### config.mk
export PLATFORM = sky130hd
export DESIGN_NAME = counter_latch_sync_compare
export DESIGN_NICKNAME = d
export VERILOG_FILES = /design/src/design/counter_latch_pkg.sv /design/src/design/counter_latch_sync_compare.sv
export VERILOG_INCLUDE_DIRS = /design/src /design/src/design
export SDC_FILE = /design/constraint.sdc
export NUM_CORES = 1
export LEC_CHECK = 0
export BUFFER_PORTS_ARGS = -buffer_cell sky130_fd_sc_hd__clkbuf_2
export CAP_MARGIN = 20
export CORE_MARGIN = 5
export CORE_UTILIZATION = 44
export DETAILED_ROUTE_END_ITERATION = 8
export GPL_TIMING_DRIVEN = 0
export PLACE_DENSITY = 0.58
export SKIP_CTS_REPAIR_TIMING = 1
export SLEW_MARGIN = 0
export SYNTH_ARGS = -nofsm -noshare
export SYNTH_HDL_FRONTEND = slang
export SYNTH_SLANG_ARGS = --single-unit
### constraint.sdc
create_clock -name pclk -period 8.9 [get_ports pclk]
set_input_delay 1.78 -clock pclk [delete_from_list [all_inputs] [get_ports pclk]]
set_output_delay 1.78 -clock pclk [all_outputs]
set_load 0.005 [all_outputs]
### src/design/counter_latch_consts.svh
// Purpose: offsets, field positions, reset values and timing figures
// Assumes: 32-bit APB data, byte addresses on paddr[7:0]
// Notes:   definitions only, no logic
`ifndef COUNTER_LATCH_CONSTS_SVH
`define COUNTER_LATCH_CONSTS_SVH

// ----------------------------------------------------------------------
// register byte offsets
// ----------------------------------------------------------------------
`define OFS_CTRL        8'h00
`define OFS_CONFIG      8'h04
`define OFS_LOAD        8'h08
`define OFS_CMP_A       8'h0C
`define OFS_CMP_B       8'h10
`define OFS_COUNT       8'h14
`define OFS_REPORT      8'h18
`define OFS_LIVE        8'h1C
`define OFS_STATUS      8'h20

// ----------------------------------------------------------------------
// control register bits
// ----------------------------------------------------------------------
`define CTRL_GATE       0
`define CTRL_SYNC_EN    1
`define CTRL_CLEAR      2
`define CTRL_FORCE_A    3
`define CTRL_FORCE_B    4
`define CTRL_EN_A       5
`define CTRL_EN_B       6
`define CTRL_W          7

// ----------------------------------------------------------------------
// configuration register fields
// ----------------------------------------------------------------------
`define CFG_AUX_LO      0
`define CFG_PERIODIC    2
`define CFG_INTERRUPT   3
`define CFG_DIR_LO      4
`define CFG_FUNC_A_LO   8
`define CFG_FUNC_B_LO   10
`define CFG_PW_A_LO     12
`define CFG_PW_B_LO     20
`define CFG_PW_W        8

// ----------------------------------------------------------------------
// status register bits
// ----------------------------------------------------------------------
`define STS_AUX         0
`define STS_SYNC        1
`define STS_OUT_A       2
`define STS_OUT_B       3
`define STS_CMP_A       4
`define STS_CMP_B       5
`define STS_GATE        6

// ----------------------------------------------------------------------
// reset values and timing
// ----------------------------------------------------------------------
`define RST_WORD        32'h0000_0000
`define RST_CTRL        7'h00
`define PULSE_STEP_MS   2
`define CLK_KHZ         40000
`define PRE_W           17

`endif

### src/design/counter_latch_pkg.sv
// Purpose: types shared by the latch, sync and compare logic
// Assumes: field codes follow declaration order of each enum
// Notes:   no constants here, those live in the consts header
package counter_latch_pkg;

  // function of the auxiliary input
  typedef enum logic [1:0] {
    AUX_PLAIN,
    AUX_RETRIG,
    AUX_LATCH,
    AUX_SYNC
  } aux_func_e;

  // behaviour of each switch output
  typedef enum logic [1:0] {
    OUT_DIRECT,
    OUT_GE,
    OUT_LE,
    OUT_PULSE
  } out_func_e;

  // main count direction
  typedef enum logic [1:0] {
    DIR_NONE,
    DIR_UP,
    DIR_DOWN,
    DIR_SPARE
  } dir_e;

endpackage : counter_latch_pkg

### src/design/counter_latch_sync_compare.sv
// Purpose: latch, retrigger, sync and compare outputs of an up/down counter
// Assumes: count strobes come from logic on pclk; aux_input_pin is a pin
// Notes:   registers over APB, answer one cycle into the access phase
//
// Decided for this implementation: the address map and register access over APB.
`timescale 1ns/1ps
`include "counter_latch_consts.svh"

module counter_latch_sync_compare #(
  parameter int STEP_CYCLES = `PULSE_STEP_MS * `CLK_KHZ  // cycles per 2 ms
) (
  // clock, reset, enable
  input  wire logic        pclk,
  input  wire logic        presetn,
  input  wire logic        ce,
  // apb slave
  input  wire logic        psel,
  input  wire logic        penable,
  input  wire logic        pwrite,
  input  wire logic [7:0]  paddr,
  input  wire logic [31:0] pwdata,
  output logic      [31:0] prdata,
  output logic             pready,
  output logic             pslverr,
  // count strobes from the counting core
  input  wire logic        count_up_pulse,
  input  wire logic        count_down_pulse,
  // auxiliary input pin
  input  wire logic        aux_input_pin,
  // real switch output
  output logic             physical_switch_output
);

  // ----------------------------------------------------------------------
  // state declarations
  // ----------------------------------------------------------------------
  logic [31:0] prdata_q, prdata_d;         // read data
  logic        pready_q, pready_d;         // access-phase answer
  logic        pslverr_q, pslverr_d;       // unmapped address
  logic [`CTRL_W-1:0] ctrl_q, ctrl_d;      // control bits
  logic [31:0] cfg_q, cfg_d;               // configuration
  logic [31:0] load_q, load_d;             // load value
  logic [31:0] cmp_q [2];                  // comparison values
  logic [31:0] cmp_d [2];
  logic [31:0] count_q, count_d;           // live count
  logic [31:0] latch_q, latch_d;           // captured count
  logic        gate_q, gate_d;             // program gate open
  logic        gate_prev_q;                // gate bit last cycle
  logic        opened_q, opened_d;         // gate has opened once
  logic        armed_q, armed_d;           // retrigger armed
  logic        sync_used_q, sync_used_d;   // once-only sync spent
  logic        sync_done_q, sync_done_d;   // sticky sync done
  logic        aux_s1_q, aux_s2_q;         // pin synchroniser
  logic        aux_prev_q;                 // last synchronised level
  logic [1:0]  reach_q, reach_d;           // step landed on compare
  logic [1:0]  out_q, out_d;               // output states
  logic [1:0]  flag_q, flag_d;             // sticky compare flags
  logic        phys_q;                     // physical pin copy

  // ----------------------------------------------------------------------
  // decoded configuration
  // ----------------------------------------------------------------------
  counter_latch_pkg::aux_func_e aux_func;
  counter_latch_pkg::dir_e      main_dir;
  logic        aux_edge;
  logic        gate_rise;
  logic        wr_go;
  logic        step_up, step_dn;
  logic [31:0] count_step;

  assign aux_func = counter_latch_pkg::aux_func_e'(cfg_q[`CFG_AUX_LO +: 2]);
  assign main_dir = counter_latch_pkg::dir_e'(cfg_q[`CFG_DIR_LO +: 2]);
  // edge acts once: compared against the previous sample only
  assign aux_edge  = aux_s2_q & ~aux_prev_q;
  assign gate_rise = ctrl_q[`CTRL_GATE] & ~gate_prev_q;
  assign wr_go     = psel & penable & pready_q & pwrite & ~pslverr_q;
  assign step_up   = gate_q & count_up_pulse & ~count_down_pulse;
  assign step_dn   = gate_q & count_down_pulse & ~count_up_pulse;

  // mapped-address check, used by the error path only
  function automatic logic is_mapped(input logic [7:0] a);
    is_mapped = (a == `OFS_CTRL)  || (a == `OFS_CONFIG) ||
                (a == `OFS_LOAD)  || (a == `OFS_CMP_A)  ||
                (a == `OFS_CMP_B) || (a == `OFS_COUNT)  ||
                (a == `OFS_REPORT) || (a == `OFS_LIVE)  ||
                (a == `OFS_STATUS);
  endfunction : is_mapped

  // ----------------------------------------------------------------------
  // apb slave
  // ----------------------------------------------------------------------
  // answer registered so every bus output comes from a flop
  always_comb begin
    logic [31:0] rd;
    logic [31:0] sts;
    rd  = `RST_WORD;
    sts = `RST_WORD;
    sts[`STS_AUX]   = aux_s2_q;
    sts[`STS_SYNC]  = sync_done_q;
    sts[`STS_OUT_A] = out_q[0];
    sts[`STS_OUT_B] = out_q[1];
    sts[`STS_CMP_A] = flag_q[0];
    sts[`STS_CMP_B] = flag_q[1];
    sts[`STS_GATE]  = gate_q;
    if (paddr == `OFS_CTRL) begin
      rd[`CTRL_W-1:0] = ctrl_q;
    end else if (paddr == `OFS_CONFIG) begin
      rd = cfg_q;
    end else if (paddr == `OFS_LOAD) begin
      rd = load_q;
    end else if (paddr == `OFS_CMP_A) begin
      rd = cmp_q[0];
    end else if (paddr == `OFS_CMP_B) begin
      rd = cmp_q[1];
    end else if (paddr == `OFS_COUNT || paddr == `OFS_LIVE) begin
      rd = count_q;
    end else if (paddr == `OFS_REPORT) begin
      // latch modes report the capture; latch takes every edge, retrigger only once armed
      rd = (aux_func == counter_latch_pkg::AUX_RETRIG ||
            aux_func == counter_latch_pkg::AUX_LATCH) ?
           latch_q : count_q;
    end else if (paddr == `OFS_STATUS) begin
      rd = sts;
    end
    pready_d  = psel & penable & ~pready_q;
    pslverr_d = pready_d & ~is_mapped(paddr);
    prdata_d  = (pready_d & ~pwrite) ? rd : `RST_WORD;
  end

  // bus answer flops
  always_ff @(posedge pclk or negedge presetn) begin
    if (!presetn) begin
      prdata_q  <= `RST_WORD;
      pready_q  <= 1'b0;
      pslverr_q <= 1'b0;
    end else if (ce) begin
      prdata_q  <= prdata_d;
      pready_q  <= pready_d;
      pslverr_q <= pslverr_d;
    end
  end

  // ----------------------------------------------------------------------
  // counter, latch, retrigger and sync
  // ----------------------------------------------------------------------
  always_comb begin
    logic retrig_fire;
    logic sync_fire;
    ctrl_d      = ctrl_q;
    cfg_d       = cfg_q;
    load_d      = load_q;
    cmp_d       = cmp_q;
    count_d     = count_q;
    latch_d     = latch_q;
    count_step  = count_q;
    // gate opens on a rise of its bit, closes when bit clears
    gate_d      = ctrl_q[`CTRL_GATE] & (gate_q | gate_rise);
    opened_d    = opened_q | gate_rise;
    // retrigger waits for the gate to have opened first
    armed_d     = armed_q | gate_q;
    retrig_fire = (aux_func == counter_latch_pkg::AUX_RETRIG) &
                  armed_q & aux_edge;
    sync_fire   = (aux_func == counter_latch_pkg::AUX_SYNC) & gate_q &
                  ctrl_q[`CTRL_SYNC_EN] & aux_edge &
                  (cfg_q[`CFG_PERIODIC] | ~sync_used_q);
    // once-only rearms when the enable bit is dropped
    sync_used_d = ctrl_q[`CTRL_SYNC_EN] & (sync_used_q | sync_fire);
    // set wins over the clear
    sync_done_d = sync_fire |
                  (sync_done_q & ~ctrl_q[`CTRL_CLEAR]);
    if (step_up) begin
      count_step = count_q + 32'h0000_0001;
    end else if (step_dn) begin
      count_step = count_q - 32'h0000_0001;
    end
    // capture the count present at the edge
    if (retrig_fire) begin
      latch_d = count_q;
    end else if ((aux_func == counter_latch_pkg::AUX_LATCH) & aux_edge) begin
      latch_d = count_q;
    end
    // count source, direct load first
    if (wr_go && paddr == `OFS_COUNT) begin
      count_d = pwdata;
    end else if (retrig_fire || sync_fire) begin
      count_d = load_q;
    end else if (gate_rise && (!cfg_q[`CFG_INTERRUPT] || !opened_q) &&
                 aux_func != counter_latch_pkg::AUX_RETRIG) begin
      count_d = load_q;
    end else begin
      count_d = count_step;
    end
    // a step landing on a comparison value, per direction
    for (int i = 0; i < 2; i++) begin
      reach_d[i] = (count_step == cmp_q[i]) &
                   ((step_up & (main_dir != counter_latch_pkg::DIR_DOWN)) |
                    (step_dn & (main_dir != counter_latch_pkg::DIR_UP)));
    end
    // software register writes
    if (wr_go) begin
      if (paddr == `OFS_CTRL) begin
        ctrl_d = pwdata[`CTRL_W-1:0];
      end else if (paddr == `OFS_CONFIG) begin
        cfg_d = pwdata;
      end else if (paddr == `OFS_LOAD) begin
        load_d = pwdata;
      end else if (paddr == `OFS_CMP_A) begin
        cmp_d[0] = pwdata;
      end else if (paddr == `OFS_CMP_B) begin
        cmp_d[1] = pwdata;
      end
    end
  end

  // counter group flops; reset values give a zero count and capture
  always_ff @(posedge pclk or negedge presetn) begin
    if (!presetn) begin
      ctrl_q      <= `RST_CTRL;
      cfg_q       <= `RST_WORD;
      load_q      <= `RST_WORD;
      cmp_q       <= '{`RST_WORD, `RST_WORD};
      count_q     <= `RST_WORD;
      latch_q     <= `RST_WORD;
      gate_q      <= 1'b0;
      gate_prev_q <= 1'b0;
      opened_q    <= 1'b0;
      armed_q     <= 1'b0;
      sync_used_q <= 1'b0;
      sync_done_q <= 1'b0;
      aux_s1_q    <= 1'b0;
      aux_s2_q    <= 1'b0;
      aux_prev_q  <= 1'b0;
      reach_q     <= 2'h0;
    end else if (ce) begin
      ctrl_q      <= ctrl_d;
      cfg_q       <= cfg_d;
      load_q      <= load_d;
      cmp_q       <= cmp_d;
      count_q     <= count_d;
      latch_q     <= latch_d;
      gate_q      <= gate_d;
      gate_prev_q <= ctrl_q[`CTRL_GATE];
      opened_q    <= opened_d;
      armed_q     <= armed_d;
      sync_used_q <= sync_used_d;
      sync_done_q <= sync_done_d;
      aux_s1_q    <= aux_input_pin;
      aux_s2_q    <= aux_s1_q;
      aux_prev_q  <= aux_s2_q;
      reach_q     <= reach_d;
    end
  end

  // ----------------------------------------------------------------------
  // compare outputs, index 0 real, index 1 virtual
  // ----------------------------------------------------------------------
  generate
    for (genvar g = 0; g < 2; g++) begin : g_out
      counter_latch_pkg::out_func_e fn;
      logic [`CFG_PW_W-1:0] pw;
      logic                 en, frc;
      logic                 forced_q, forced_d;
      logic                 frc_prev_q;
      logic                 hold_q, hold_d;
      logic                 busy_q, busy_d;
      logic [`PRE_W-1:0]    pre_q, pre_d;
      logic [`CFG_PW_W-1:0] units_q, units_d;

      // function read live from config, so a change acts at once
      assign fn  = counter_latch_pkg::out_func_e'(
                     cfg_q[`CFG_FUNC_A_LO + 2*g +: 2]);
      assign pw  = cfg_q[`CFG_PW_A_LO + `CFG_PW_W*g +: `CFG_PW_W];
      assign en  = ctrl_q[`CTRL_EN_A + g];
      assign frc = ctrl_q[`CTRL_FORCE_A + g];

      // next output, timer and flag for this output
      always_comb begin
        logic ge, le, f_rise, f_fall, start, cond_hold, set;
        ge      = $signed(count_q) >= $signed(cmp_q[g]);
        le      = $signed(count_q) <= $signed(cmp_q[g]);
        f_rise  = frc & ~frc_prev_q;
        f_fall  = ~frc & frc_prev_q;
        // a forced level is only undone by the force bit itself
        forced_d = f_rise | (forced_q & ~f_fall);
        start   = (fn == counter_latch_pkg::OUT_PULSE) &&
                  (pw != '0) && ((en && reach_q[g]) || f_rise);
        busy_d  = busy_q;
        pre_d   = pre_q;
        units_d = units_q;
        if (start) begin
          busy_d  = 1'b1;
          pre_d   = '0;
          units_d = pw;
        end else if (busy_q) begin
          if (pre_q == `PRE_W'(STEP_CYCLES - 1)) begin
            pre_d   = '0;
            units_d = units_q - 8'h01;
            busy_d  = (units_q != 8'h01);
          end else begin
            pre_d = pre_q + `PRE_W'(1);
          end
        end
        // zero duration: hold while count sits on the value
        hold_d = (fn == counter_latch_pkg::OUT_PULSE) && (pw == '0) &&
                 ((en && reach_q[g]) ||
                  (hold_q && count_q == cmp_q[g]));
        if (fn != counter_latch_pkg::OUT_PULSE) begin
          busy_d = 1'b0;
        end
        case (fn)
          counter_latch_pkg::OUT_DIRECT: out_d[g] = en & frc;
          counter_latch_pkg::OUT_GE:     out_d[g] = forced_d | (en & ge);
          counter_latch_pkg::OUT_LE:     out_d[g] = forced_d | (en & le);
          default:                       out_d[g] = busy_d | hold_d;
        endcase
        // acknowledge refused while the cause still stands
        cond_hold = ((fn == counter_latch_pkg::OUT_GE) & en & ge) |
                    ((fn == counter_latch_pkg::OUT_LE) & en & le) |
                    ((fn == counter_latch_pkg::OUT_PULSE) & busy_q);
        set       = out_d[g] | (f_rise & ~en);
        flag_d[g] = set |
                    (flag_q[g] & ~(ctrl_q[`CTRL_CLEAR] & ~cond_hold));
      end

      // output group flops
      always_ff @(posedge pclk or negedge presetn) begin
        if (!presetn) begin
          forced_q   <= 1'b0;
          frc_prev_q <= 1'b0;
          hold_q     <= 1'b0;
          busy_q     <= 1'b0;
          pre_q      <= '0;
          units_q    <= '0;
          out_q[g]   <= 1'b0;
          flag_q[g]  <= 1'b0;
        end else if (ce) begin
          forced_q   <= forced_d;
          frc_prev_q <= frc;
          hold_q     <= hold_d;
          busy_q     <= busy_d;
          pre_q      <= pre_d;
          units_q    <= units_d;
          out_q[g]   <= out_d[g];
          flag_q[g]  <= flag_d[g];
        end
      end
    end
  endgenerate

  // ----------------------------------------------------------------------
  // outputs
  // ----------------------------------------------------------------------
  // pin copy kept in its own flop so the port is a flop output
  always_ff @(posedge pclk or negedge presetn) begin
    if (!presetn) begin
      phys_q <= 1'b0;
    end else if (ce) begin
      phys_q <= out_d[0];
    end
  end

  assign prdata                 = prdata_q;
  assign pready                 = pready_q;
  assign pslverr                = pslverr_q;
  assign physical_switch_output = phys_q;

endmodule : counter_latch_sync_compare

== After elaboration in Yosys (flattened, before gate mapping) ==
Cells that the tools add are included.

* Word-level logic and storage cells: 275
* Register bits: 306
* Output and inout port bits: 35
* Input bits: 49

* Magnitude comparators: 4
* Bitwise logic cells: 104
* Reduce and logical (&&, ||, !) cells: 55
* Multiplexer cells: 40
* Eq/ne operators: 30
* $add $sub $neg: 6

{| class="wikitable"
|+ Operators by type and width
! kind !! number
|-
| 32-bit two-way mux || 15
|-
| 32-bit == test || 4
|-
| 17-bit two-way mux || 6
|-
| 32-bit greater-or-equal comparator || 2
|-
| 32-bit less-or-equal comparator || 2
|-
| 1-bit bitwise AND || 55
|-
| 8-bit two-way mux || 6
|-
| 17-bit by 1-bit adder with 17-bit output, second input constant || 2
|-
| 17-bit == test, second input constant || 2
|-
| 32-bit by 1-bit adder with 32-bit output, second input constant || 1
|-
| 8-bit by 5-bit == test with 1-bit output, second input constant || 4
|-
| 32-bit by 1-bit subtractor with 32-bit output, second input constant || 1
|-
| 1-bit NOT || 26
|-
| 25-bit two-way mux || 1
|-
| 8-bit zero test || 3
|-
| 1-bit bitwise OR || 23
|-
| 8-bit by 4-bit == test with 1-bit output, second input constant || 2
|-
| 1-bit logical OR || 16
|-
| 8-bit by 1-bit inequality test with 1-bit output, second input constant || 2
|-
| 8-bit nonzero test || 2
|-
| 8-bit by 1-bit subtractor with 8-bit output, second input constant || 2
|-
| 1-bit logical AND || 15
|-
| 7-bit two-way mux || 2
|-
| 2-bit == test, second input constant || 6
|-
| other kinds (16) || 39
|}

== Depth between registers and ports, before layout ==
Gate-level depths: netlist (run 1).

* Word-level depth: 11
* Depth in mapped cells: 13

== Least setup slack after synthesis (run 1) ==
No wires, ideal clock.

* Path kind: input -> register
* From: in paddr[5]
* To: reg prdata_q[12] (netlist: prdata[12])
* Setup slack: 4.590 ns
* Cell stages on the path: 11
* Arrival: 4.178 ns
* Library setup time: 0.132 ns
* Cells stage by stage: or4b_1 clkbuf_1 nor3_1 a21oi_1 clkbuf_1 nand2_1 a21oi_1 a211oi_1 a21oi_1 a221oi_1 o2bb2ai_1

* Word-level cells in the longest chain between the ends: 9
* Elaborated cells on any way between the ends: 17
* Those cells by class: eq/ne: 7; mux: 8; reduce/logical: 2

{| class="wikitable"
|+ RTL lines
! item !! RTL line !! source
|-
| start, declared || counter_latch_sync_compare.sv:20 || <nowiki>input wire logic [7:0] paddr,</nowiki>
|-
| 8-bit by 5-bit == test with 1-bit output (no line) || - ||
|-
| 32-bit two-way mux or 1-bit logical OR (tied branches) || - ||
|-
| 32-bit two-way mux || counter_latch_sync_compare.sv:115 || <nowiki>end else if (paddr == `OFS_COUNT || paddr == `OFS_LIVE) begin</nowiki>
|-
| 32-bit two-way mux || counter_latch_sync_compare.sv:113 || <nowiki>end else if (paddr == `OFS_CMP_B) begin</nowiki>
|-
| 32-bit two-way mux || counter_latch_sync_compare.sv:111 || <nowiki>end else if (paddr == `OFS_CMP_A) begin</nowiki>
|-
| 32-bit two-way mux || counter_latch_sync_compare.sv:109 || <nowiki>end else if (paddr == `OFS_LOAD) begin</nowiki>
|-
| 32-bit two-way mux || counter_latch_sync_compare.sv:107 || <nowiki>end else if (paddr == `OFS_CONFIG) begin</nowiki>
|-
| 25-bit two-way mux (*) || counter_latch_sync_compare.sv:105 || <nowiki>if (paddr == `OFS_CTRL) begin</nowiki>
|-
| 32-bit two-way mux (no line) (*) || - ||
|-
| end signal, assigned || counter_latch_sync_compare.sv:133 || <nowiki>prdata_q <= `RST_WORD;</nowiki>
|-
| end signal, assigned || counter_latch_sync_compare.sv:137 || <nowiki>prdata_q <= prdata_d;</nowiki>
|-
| end, declared || counter_latch_sync_compare.sv:37 || <nowiki>logic [31:0] prdata_q, prdata_d;</nowiki>
|}

Mark *: on every way between the ends. The rest lies on a longest branch, timed or not.
A chain may end at the register's enable or synchronous reset.

== Worst setup path in the final report (run 1) ==
* From: in count_up_pulse
* To: reg reach_q[1]

* Word-level cells in the longest chain between the ends: 6
* Elaborated cells on any way between the ends: 11
* Those cells by class: eq/ne: 1; mux: 2; bitwise: 8

{| class="wikitable"
|+ RTL lines
! item !! RTL line !! source
|-
| start, declared || counter_latch_sync_compare.sv:26 || <nowiki>input wire logic count_up_pulse,</nowiki>
|-
| 1-bit NOT || counter_latch_sync_compare.sv:78 || <nowiki>assign step_dn = gate_q & count_down_pulse & ~count_up_pulse;</nowiki>
|-
| 1-bit bitwise AND || counter_latch_sync_compare.sv:78 ||
|-
| 32-bit two-way mux || counter_latch_sync_compare.sv:173 || <nowiki>end else if (step_dn) begin</nowiki>
|-
| 32-bit two-way mux || counter_latch_sync_compare.sv:171 || <nowiki>if (step_up) begin</nowiki>
|-
| 32-bit == test || counter_latch_sync_compare.sv:195 || <nowiki>reach_d[i] = (count_step == cmp_q[i]) &</nowiki>
|-
| 1-bit bitwise AND (*) || counter_latch_sync_compare.sv:195 ||
|-
| end signal, assigned || counter_latch_sync_compare.sv:250 || <nowiki>reach_q <= reach_d;</nowiki>
|-
| end, declared || counter_latch_sync_compare.sv:55 || <nowiki>logic [1:0] reach_q, reach_d;</nowiki>
|}

Marks and branches as above.

==> PnR_summary.wiki, run 1 <==
{| class="wikitable"
! Metric !! Value
|-
| Multi-input gate area in the final layout || ~0.011 mm²
|-
| Minimum setup slack after placement || 3.30 ns
|-
| Most instantiated cells after synthesis || sky130_fd_sc_hd__dfrtp_1 (306), sky130_fd_sc_hd__mux2_2 (186), sky130_fd_sc_hd__nand2_1 (176), sky130_fd_sc_hd__a21oi_1 (152), sky130_fd_sc_hd__nor2_1 (137)
|-
| First-pass GRT wire length || approximately 110000 µm
|-
| Dominant cells by area after synthesis || sky130_fd_sc_hd__dfrtp_1 (40%), sky130_fd_sc_hd__mux2_2 (11%), sky130_fd_sc_hd__ha_1 (5.5%)
|-
| Crit path from || count_up_pulse
|-
| Portion of the clock cycle consumed by the worst path in the final layout || 57.3%
|-
| Fraction of synthesized cell area taken by the top area cell type || 40.2%
|-
| Total negative slack for setup checks || 0 ns
|-
| Seq/Total Area, Yosys || between 40% and 50%
|-
| Setup Crit Path Kind || in2reg
|-
| Outcome || complete, no violations
|-
| Worst-margin pin slew || ~1.2 ns
|-
| Initial core utilization || between 40% and 50%
|-
| Pins Over Slew Limit || 0
|-
| Final Critical Period || around 5 ns
|-
| Remaining antenna violation count after routing || 0
|-
| Fraction of registers with async set or reset after synthesis || 100%
|-
| Gate count after technology mapping || roughly 2.0k
|-
| Total gr overflow || 0
|-
| Clk Tree Root Cell || sky130_fd_sc_hd__clkbuf_16
|-
| Latest clock arrival within the worst-skew pair || 0.56 ns
|-
| P&R area growth vs syn || 13.6%
|-
| Highest clock frequency the design can meet || 196 MHz
|-
| Detailed Route WL || 72700 µm
|-
| Worst EP required || around 9.4 ns
|-
| Synth unique cells || 82
|-
| Total Routing Usage GR || 30.2%
|-
| Reg-to-reg endpoint || reach_q[1]
|-
| Syn nets || between 2k and 2.5k
|-
| Hold violation total from the final report || 0
|-
| Arrival time of data at the critical path endpoint || roughly 5.6 ns
|-
| Post-route insts no fill || ~2.8k
|-
| Static leakage || 0.00956 µW
|-
| Switching power total || 1380 µW
|-
| Final worst slack || 3.80 ns
|-
| Nets || 2285
|-
| Num ports || 84
|-
| Startpoint type of the worst setup path || input port
|-
| Endpoint type of the worst setup path || register
|-
| Count of TritonRoute iterations in the first routing pass || 7
|-
| Fraction of final layout cells sized beyond drive strength 1 || between 10% and 20%
|-
| Placed wire-length estimate || ~56000 µm
|-
| Total power consumption of the routed design || around 4200 µW
|-
| Top fanout value on the critical path || 10
|-
| Cell count of the worst reg-to-reg path || 11
|-
| Part of the power in registers || a little under two fifths
|-
| Most area-hungry cell type in the Yosys netlist || sky130_fd_sc_hd__dfrtp_1
|-
| Count of state elements after synthesis || between 300 and 400
|-
| Final hold slack || between 0.4 and 0.5 ns
|-
| Clock tree from TritonCTS || yes
|-
| Per-cell routed wire length || roughly 26 µm
|-
| Most frequently used cell type in the post-synthesis netlist || sky130_fd_sc_hd__dfrtp_1
|-
| Crit path to || reach_q[1]
|-
| Pwr dens || between 150 and 200 mW/mm²
|-
| Buffer depth of the longest clock path || 3
|-
| Antenna violations before repair || 3
|-
| Number of enable flip-flop cells after synthesis || 0
|-
| DRC || 0
|-
| Number of clock sinks seen by CTS || ~300
|-
| Most used DFF post-synth || sky130_fd_sc_hd__dfrtp_1
|-
| Reg area || 0.00766 mm²
|-
| Clock share of power || a little under two fifths
|-
| Initial DRC Count || around 1.5k
|-
| I/O Buffers || just over 80
|-
| Number of placement rows || 76
|-
| Post-synth design cell area || about 0.019 mm²
|-
| Worst min-delay path class || reg2reg
|-
| Number of endpoints failing setup at the final stage || 0
|-
| Comb power frac || roughly a quarter
|-
| Clock slew at the register clock pins of the worst setup and hold paths || roughly 0.06 ns
|-
| Internal Dissipation || approximately 2800 µW
|-
| Fraction of power spent switching nets || approximately a third
|-
| Chip Width || 218 µm
|-
| Via count || 17.0k
|-
| Inst Count DP || about 2.7k
|-
| # fillers || around 4.1k
|-
| Final RePlAce weighted congestion || 0.989
|-
| Area of the placeable core || around 0.043 mm²
|-
| Yosys warning count || 0
|-
| Number of global-route vias before repair || about 17k
|-
| R2R Setup Slk || ~4.5 ns
|-
| Vias per inst || ~6.1
|-
| Maximum vdd drop || roughly 0.13 mV
|-
| FF-to-FF Start || gate_q
|-
| Slew Limit Headroom || 20.0%
|-
| Die outline height || 218 µm
|-
| Setup repair after global routing missed its margin || no
|-
| Largest net degree at the start of global routing || 106
|-
| Post-Syn Area per Cell || around 9.4 µm²
|-
| Die area || ~0.048 mm²
|-
| CTS Buf Count || 37
|-
| H-tree levels || 2
|-
| Worst clock skew on the final layout || between 0.02 and 0.03 ns
|-
| Max-Cap Viols || 0
|}
## layout make-up
type                       instances  share of cell area, %
multi-input combinational       1499                   48.9
sequential                       306                   35.4
clock buffer                      55                   5.30
tap                              585                   3.38
timing repair buffer              93                   2.68
buffer                           117                   2.09
inverter                          99                   1.72
clock inverter                    12                  0.572
antenna                            1                 0.0116
## cells by family after synthesis
logic type / after synthesis / synth area share, %
AOI/OAI and AO/OA: 503 / 16.9
xor gates and xnor gates: 109 / 5.26
adders and majority gates: 85 / 5.56
buffers and inverters: 216 / 4.32
DFF: 306 / 40.2
muxes: 213 / 12.4
and+or+nand+nor: 589 / 15.4
## how the worst min path moves through the flow
stage	startpoint	to	cells past startpoint
2_1_floorplan	opened_q	opened_q	1
3_3_place_gp	opened_q	opened_q	1
3_5_place_dp	opened_q	opened_q	1
4_1_cts	opened_q	opened_q	1
5_1_grt	prdata[23]	prdata[23]	1
6_report	opened_q	opened_q	1
## critical path: stages
cell and delay (ns):
sky130_fd_sc_hd__clkbuf_2 0.12, sky130_fd_sc_hd__clkbuf_1 0.34, sky130_fd_sc_hd__nand3b_1 0.20, sky130_fd_sc_hd__clkbuf_1 0.34, sky130_fd_sc_hd__nor2_1 0.64, sky130_fd_sc_hd__a32o_1 0.37
sky130_fd_sc_hd__nand2_1 0.11, sky130_fd_sc_hd__xor2_1 0.29, sky130_fd_sc_hd__xnor2_1 0.21, sky130_fd_sc_hd__nor4_1 0.71, sky130_fd_sc_hd__and4_1 0.31, sky130_fd_sc_hd__a32o_1 0.15
## power by group through the flow
stage / sequential (µW) / combinational, µW / clock [µW]
2_1_floorplan: 1530 / 669 / 0
3_3_place_gp: 1560 / 979 / 0
3_5_place_dp: 1560 / 997 / 0
4_1_cts: 1540 / 1000 / 1610
5_1_grt: 1550 / 1110 / 1670
6_report: 1540 / 1030 / 1590
## placed cells by master (no fill, tap or decap), drive strengths merged, types with 37 or more instances in the layout
| master | netlist | routed |
|---|---|---|
| nor3 | 37 | 37 |
| dfrtp | 306 | 306 |
| xnor2 | 75 | 75 |
| ha | 83 | 83 |
| nor2 | 138 | 138 |
| inv | 99 | 101 |
| mux2 | 186 | 186 |
| a21oi | 153 | 153 |
| clkbuf | 95 | 233 |
| o21ai | 135 | 135 |
| nand3 | 50 | 50 |
| nand2 | 177 | 177 |
## metal layers
layer | track usage, % | part of all wire (%) | vias to the layer above | wire [µm]
met5 | 0 | 0.037 | - | 27
met4 | 11.6 | 4.2 | 4 | 3040
met3 | 5.78 | 7.6 | 149 | 5520
met2 | 46.9 | 45 | 657 | 32600
met1 | 41.8 | 43 | 8541 | 31500
li1 | - | - | 7629 | -
## stage by stage
stage	util (%)	cell area, µm²
after floorplan	-	19000
after global placement	47.0	20200
after detailed placement	47.4	20400
after CTS	50.3	21600
after global routing	50.3	21600
final	50.3	21600
## registers in the layout, indices dropped and copies added (netlist names), 7 cells and up
register / flops
cfg_q: 32
cmp_q: 64
count_q: 32
ctrl_q: 7
g_out.pre_q: 34
g_out.units_q: 16
latch_q: 32
load_q: 32
prdata: 32
(Power assumes the default switching activity.)
==> run 2, diff against run 1 <==
--- a/config.mk
+++ b/config.mk
@@ -12,7 +12,7 @@
 export CORE_UTILIZATION = 44
 export DETAILED_ROUTE_END_ITERATION = 8
 export GPL_TIMING_DRIVEN = 0
-export PLACE_DENSITY = 0.58
+export PLACE_DENSITY = 0.61
 export SKIP_CTS_REPAIR_TIMING = 1
 export SLEW_MARGIN = 0
 export SYNTH_ARGS = -nofsm -noshare
==> constraint.sdc (replaced) <==
create_clock -name pclk -period 4.5 [get_ports pclk]
set_input_delay 0.9 -clock pclk [delete_from_list [all_inputs] [get_ports pclk]]
set_output_delay 0.9 -clock pclk [all_outputs]
set_load 0.005 [all_outputs]
==> PnR_summary.wiki, run 2 (synthesis results as in run 1) <==
{| class="wikitable"
! Metric !! Value
|-
| First-pass GRT wire length || between 100000 and 150000 µm
|-
| Cell count of the worst reg-to-reg path || 10
|-
| Initial core utilization || about 44%
|-
| Largest register FFs || 64
|-
| Buffer depth of the longest clock path || 3
|-
| Number of global-route vias before repair || roughly 17k
|-
| Top fanout value on the critical path || 10
|-
| Fraction of final layout cells sized beyond drive strength 1 || ~17%
|-
| FF-to-FF Start || gate_q
|-
| Top library cells by usage in the layout, fill and taps aside || sky130_fd_sc_hd__dfrtp_1 (306), sky130_fd_sc_hd__mux2_2 (186), sky130_fd_sc_hd__nand2_1 (176)
|-
| Largest net degree at the start of global routing || roughly 110
|-
| Nets || between 2k and 2.5k
|-
| Total gr overflow || 0
|-
| Chip Width || 218 µm
|-
| Final RePlAce weighted congestion || just over 1
|-
| I/O Buffers || 82
|-
| Per-cell routed wire length || about 26 µm
|-
| Remaining antenna violation count after routing || 0
|-
| DRC || 0
|-
| R2R Setup Slk || between 0.1 and 0.15 ns
|-
| Number of placement rows || 76
|-
| Maximum single-stage delay on the critical path || approximately 0.81 ns
|-
| Post-route insts no fill || 2763
|-
| Total Routing Usage GR || between 20% and 30%
|-
| Maximum vdd drop || between 0.3 and 0.4 mV
|-
| Detailed Route WL || between 70000 and 80000 µm
|-
| Reg-to-reg endpoint || reach_q[0]
|-
| Crit path from || gate_q
|-
| Antenna violations before repair || 0
|-
| Clock tree from TritonCTS || yes
|-
| CTS Buf Count || 37
|-
| Worst min-delay path class || in2async
|-
| Setup Crit Path Kind || reg2reg
|-
| Max-Cap Viols || 0
|-
| Startpoint type of the worst setup path || register
|-
| Die outline height || approximately 220 µm
|-
| Kind of cell with the highest combined delay on the critical path || simple AND/OR/NAND/NOR gates
|-
| Commonest non-fill, non-tap cell in the layout || sky130_fd_sc_hd__dfrtp_1
|-
| Finished Core Util || 50.0%
|-
| Setup repair after global routing missed its margin || no
|-
| Num ports || 84
|-
| Number of clock sinks seen by CTS || about 310
|-
| Pwr dens || about 370 mW/mm²
|-
| Placed wire-length estimate || 54600 µm
|-
| # fillers || between 4k and 5k
|-
| Inst Count DP || between 2k and 3k
|-
| Via count || around 17k
|-
| Arrival time of data at the critical path endpoint || about 4.8 ns
|-
| Highest clock frequency the design can meet || ~230 MHz
|-
| Total power consumption of the routed design || about 8000 µW
|-
| Static leakage || 0.00950 µW
|-
| Die area || ~0.048 mm²
|-
| Hold violation total from the final report || 0
|-
| Count of TritonRoute iterations in the first routing pass || 6
|-
| Pins Over Slew Limit || 0
|-
| Cell-by-cell listing of the critical path || clkbuf_1 > nand3b_1 > nor4_1 > a32oi_1 > a21oi_1 > nand2b_1 > o211ai_1 > nor4b_1 > nand4_1 > o32ai_2
|-
| Endpoint type of the worst setup path || register
|-
| Outcome || complete, no violations
|-
| Final Critical Period || roughly 4.4 ns
|-
| Regs by FF count || cmp_q x64, g_out.pre_q x34
|-
| Area of the placeable core || approximately 0.043 mm²
|-
| Number of endpoints failing setup at the final stage || 0
|-
| Worst clock skew on the final layout || 0.0257 ns
|-
| Clk Tree Root Cell || sky130_fd_sc_hd__clkbuf_16
|-
| Final hold slack || roughly 0.44 ns
|-
| Worst EP required || between 4 and 5 ns
|-
| Slew Limit Headroom || approximately a fifth
|-
| Portion of the clock cycle consumed by the worst path in the final layout || a little over nine tenths
|-
| P&R area growth vs syn || 12.9%
|-
| Worst-margin pin slew || approximately 1.2 ns
|-
| Buffer and inverter count on the worst path || 1
|-
| Count of inserted antenna diode cells || 0
|-
| Slowest cell on the critical path || sky130_fd_sc_hd__nor4_1
|-
| Latest clock arrival within the worst-skew pair || between 0.5 and 0.6 ns
|-
| Largest Register || cmp_q
|-
| Initial DRC Count || between 1.5k and 2k
|-
| Clock slew at the register clock pins of the worst setup and hold paths || about 0.06 ns
|-
| H-tree levels || 2
|-
| Vias per inst || around 6.1
|}
## run 2: worst reg2reg max path, delay by kind of cell (launching register included)
kind	cells	cell delay [ns]
AOI/OAI and AO/OA	4	1.40
buffers and inverters	1	0.54
DFF	1	0.44
and+or+nand+nor	5	1.87
## run 2: cell type report
cell class,instances,area (µm²),area share (%)
Multi-Input combinational cell,1499,10600,49.2
Sequential cell,306,7660,35.6
Clock buffer,50,1080,5.01
Tap cell,585,732,3.40
Timing Repair Buffer,91,543,2.53
Buffer,117,452,2.10
Inverter,99,372,1.73
Clock inverter,16,92.6,0.431
## run 2: report_power, final
group          total (µW)  internal, µW  leakage [µW]  switching (µW)
clock network        2920          1680      0.000586            1240
logic                2020           734       0.00473            1290
registers            3050          2870       0.00418             175
## run 2: worst max-delay path by stage
| stage | to | slack (ns) | cells after the start |
|---|---|---|---|
| after global placement | g_out[0].pre_q[2] | -4.32 | 1 |
| after global routing | reach_q[0] | 0.15 | 10 |
| final | reach_q[0] | 0.15 | 10 |
| after CTS | reach_q[1] | 0.24 | 11 |
| after detailed placement | reach_q[1] | -0.12 | 12 |
| after floorplan | prdata[12] | 1.07 | 11 |
## run 2: stage by stage
step | setup slack [ns] | TNS, ns | cell area, µm²
global route | 0.155 | 0 | 21500
CTS | 0.244 | 0 | 21500
global placement | -4.32 | -1342.62 | 20200
finish | 0.150 | 0 | 21500
detailed placement | -0.125 | -0.159 | 20300
floorplan | 1.07 | 0 | 19000
## run 2: per-layer routing
| metal | vias up | GRT usage [%] | part of all wire [%] |
|---|---|---|---|
| met5 | - | 0 | 0 |
| met4 | 0 | 11.8 | 4.2 |
| met3 | 143 | 5.97 | 7.2 |
| met2 | 624 | 46.6 | 45 |
| met1 | 8531 | 41.4 | 44 |
| li1 | 7645 | - | - |
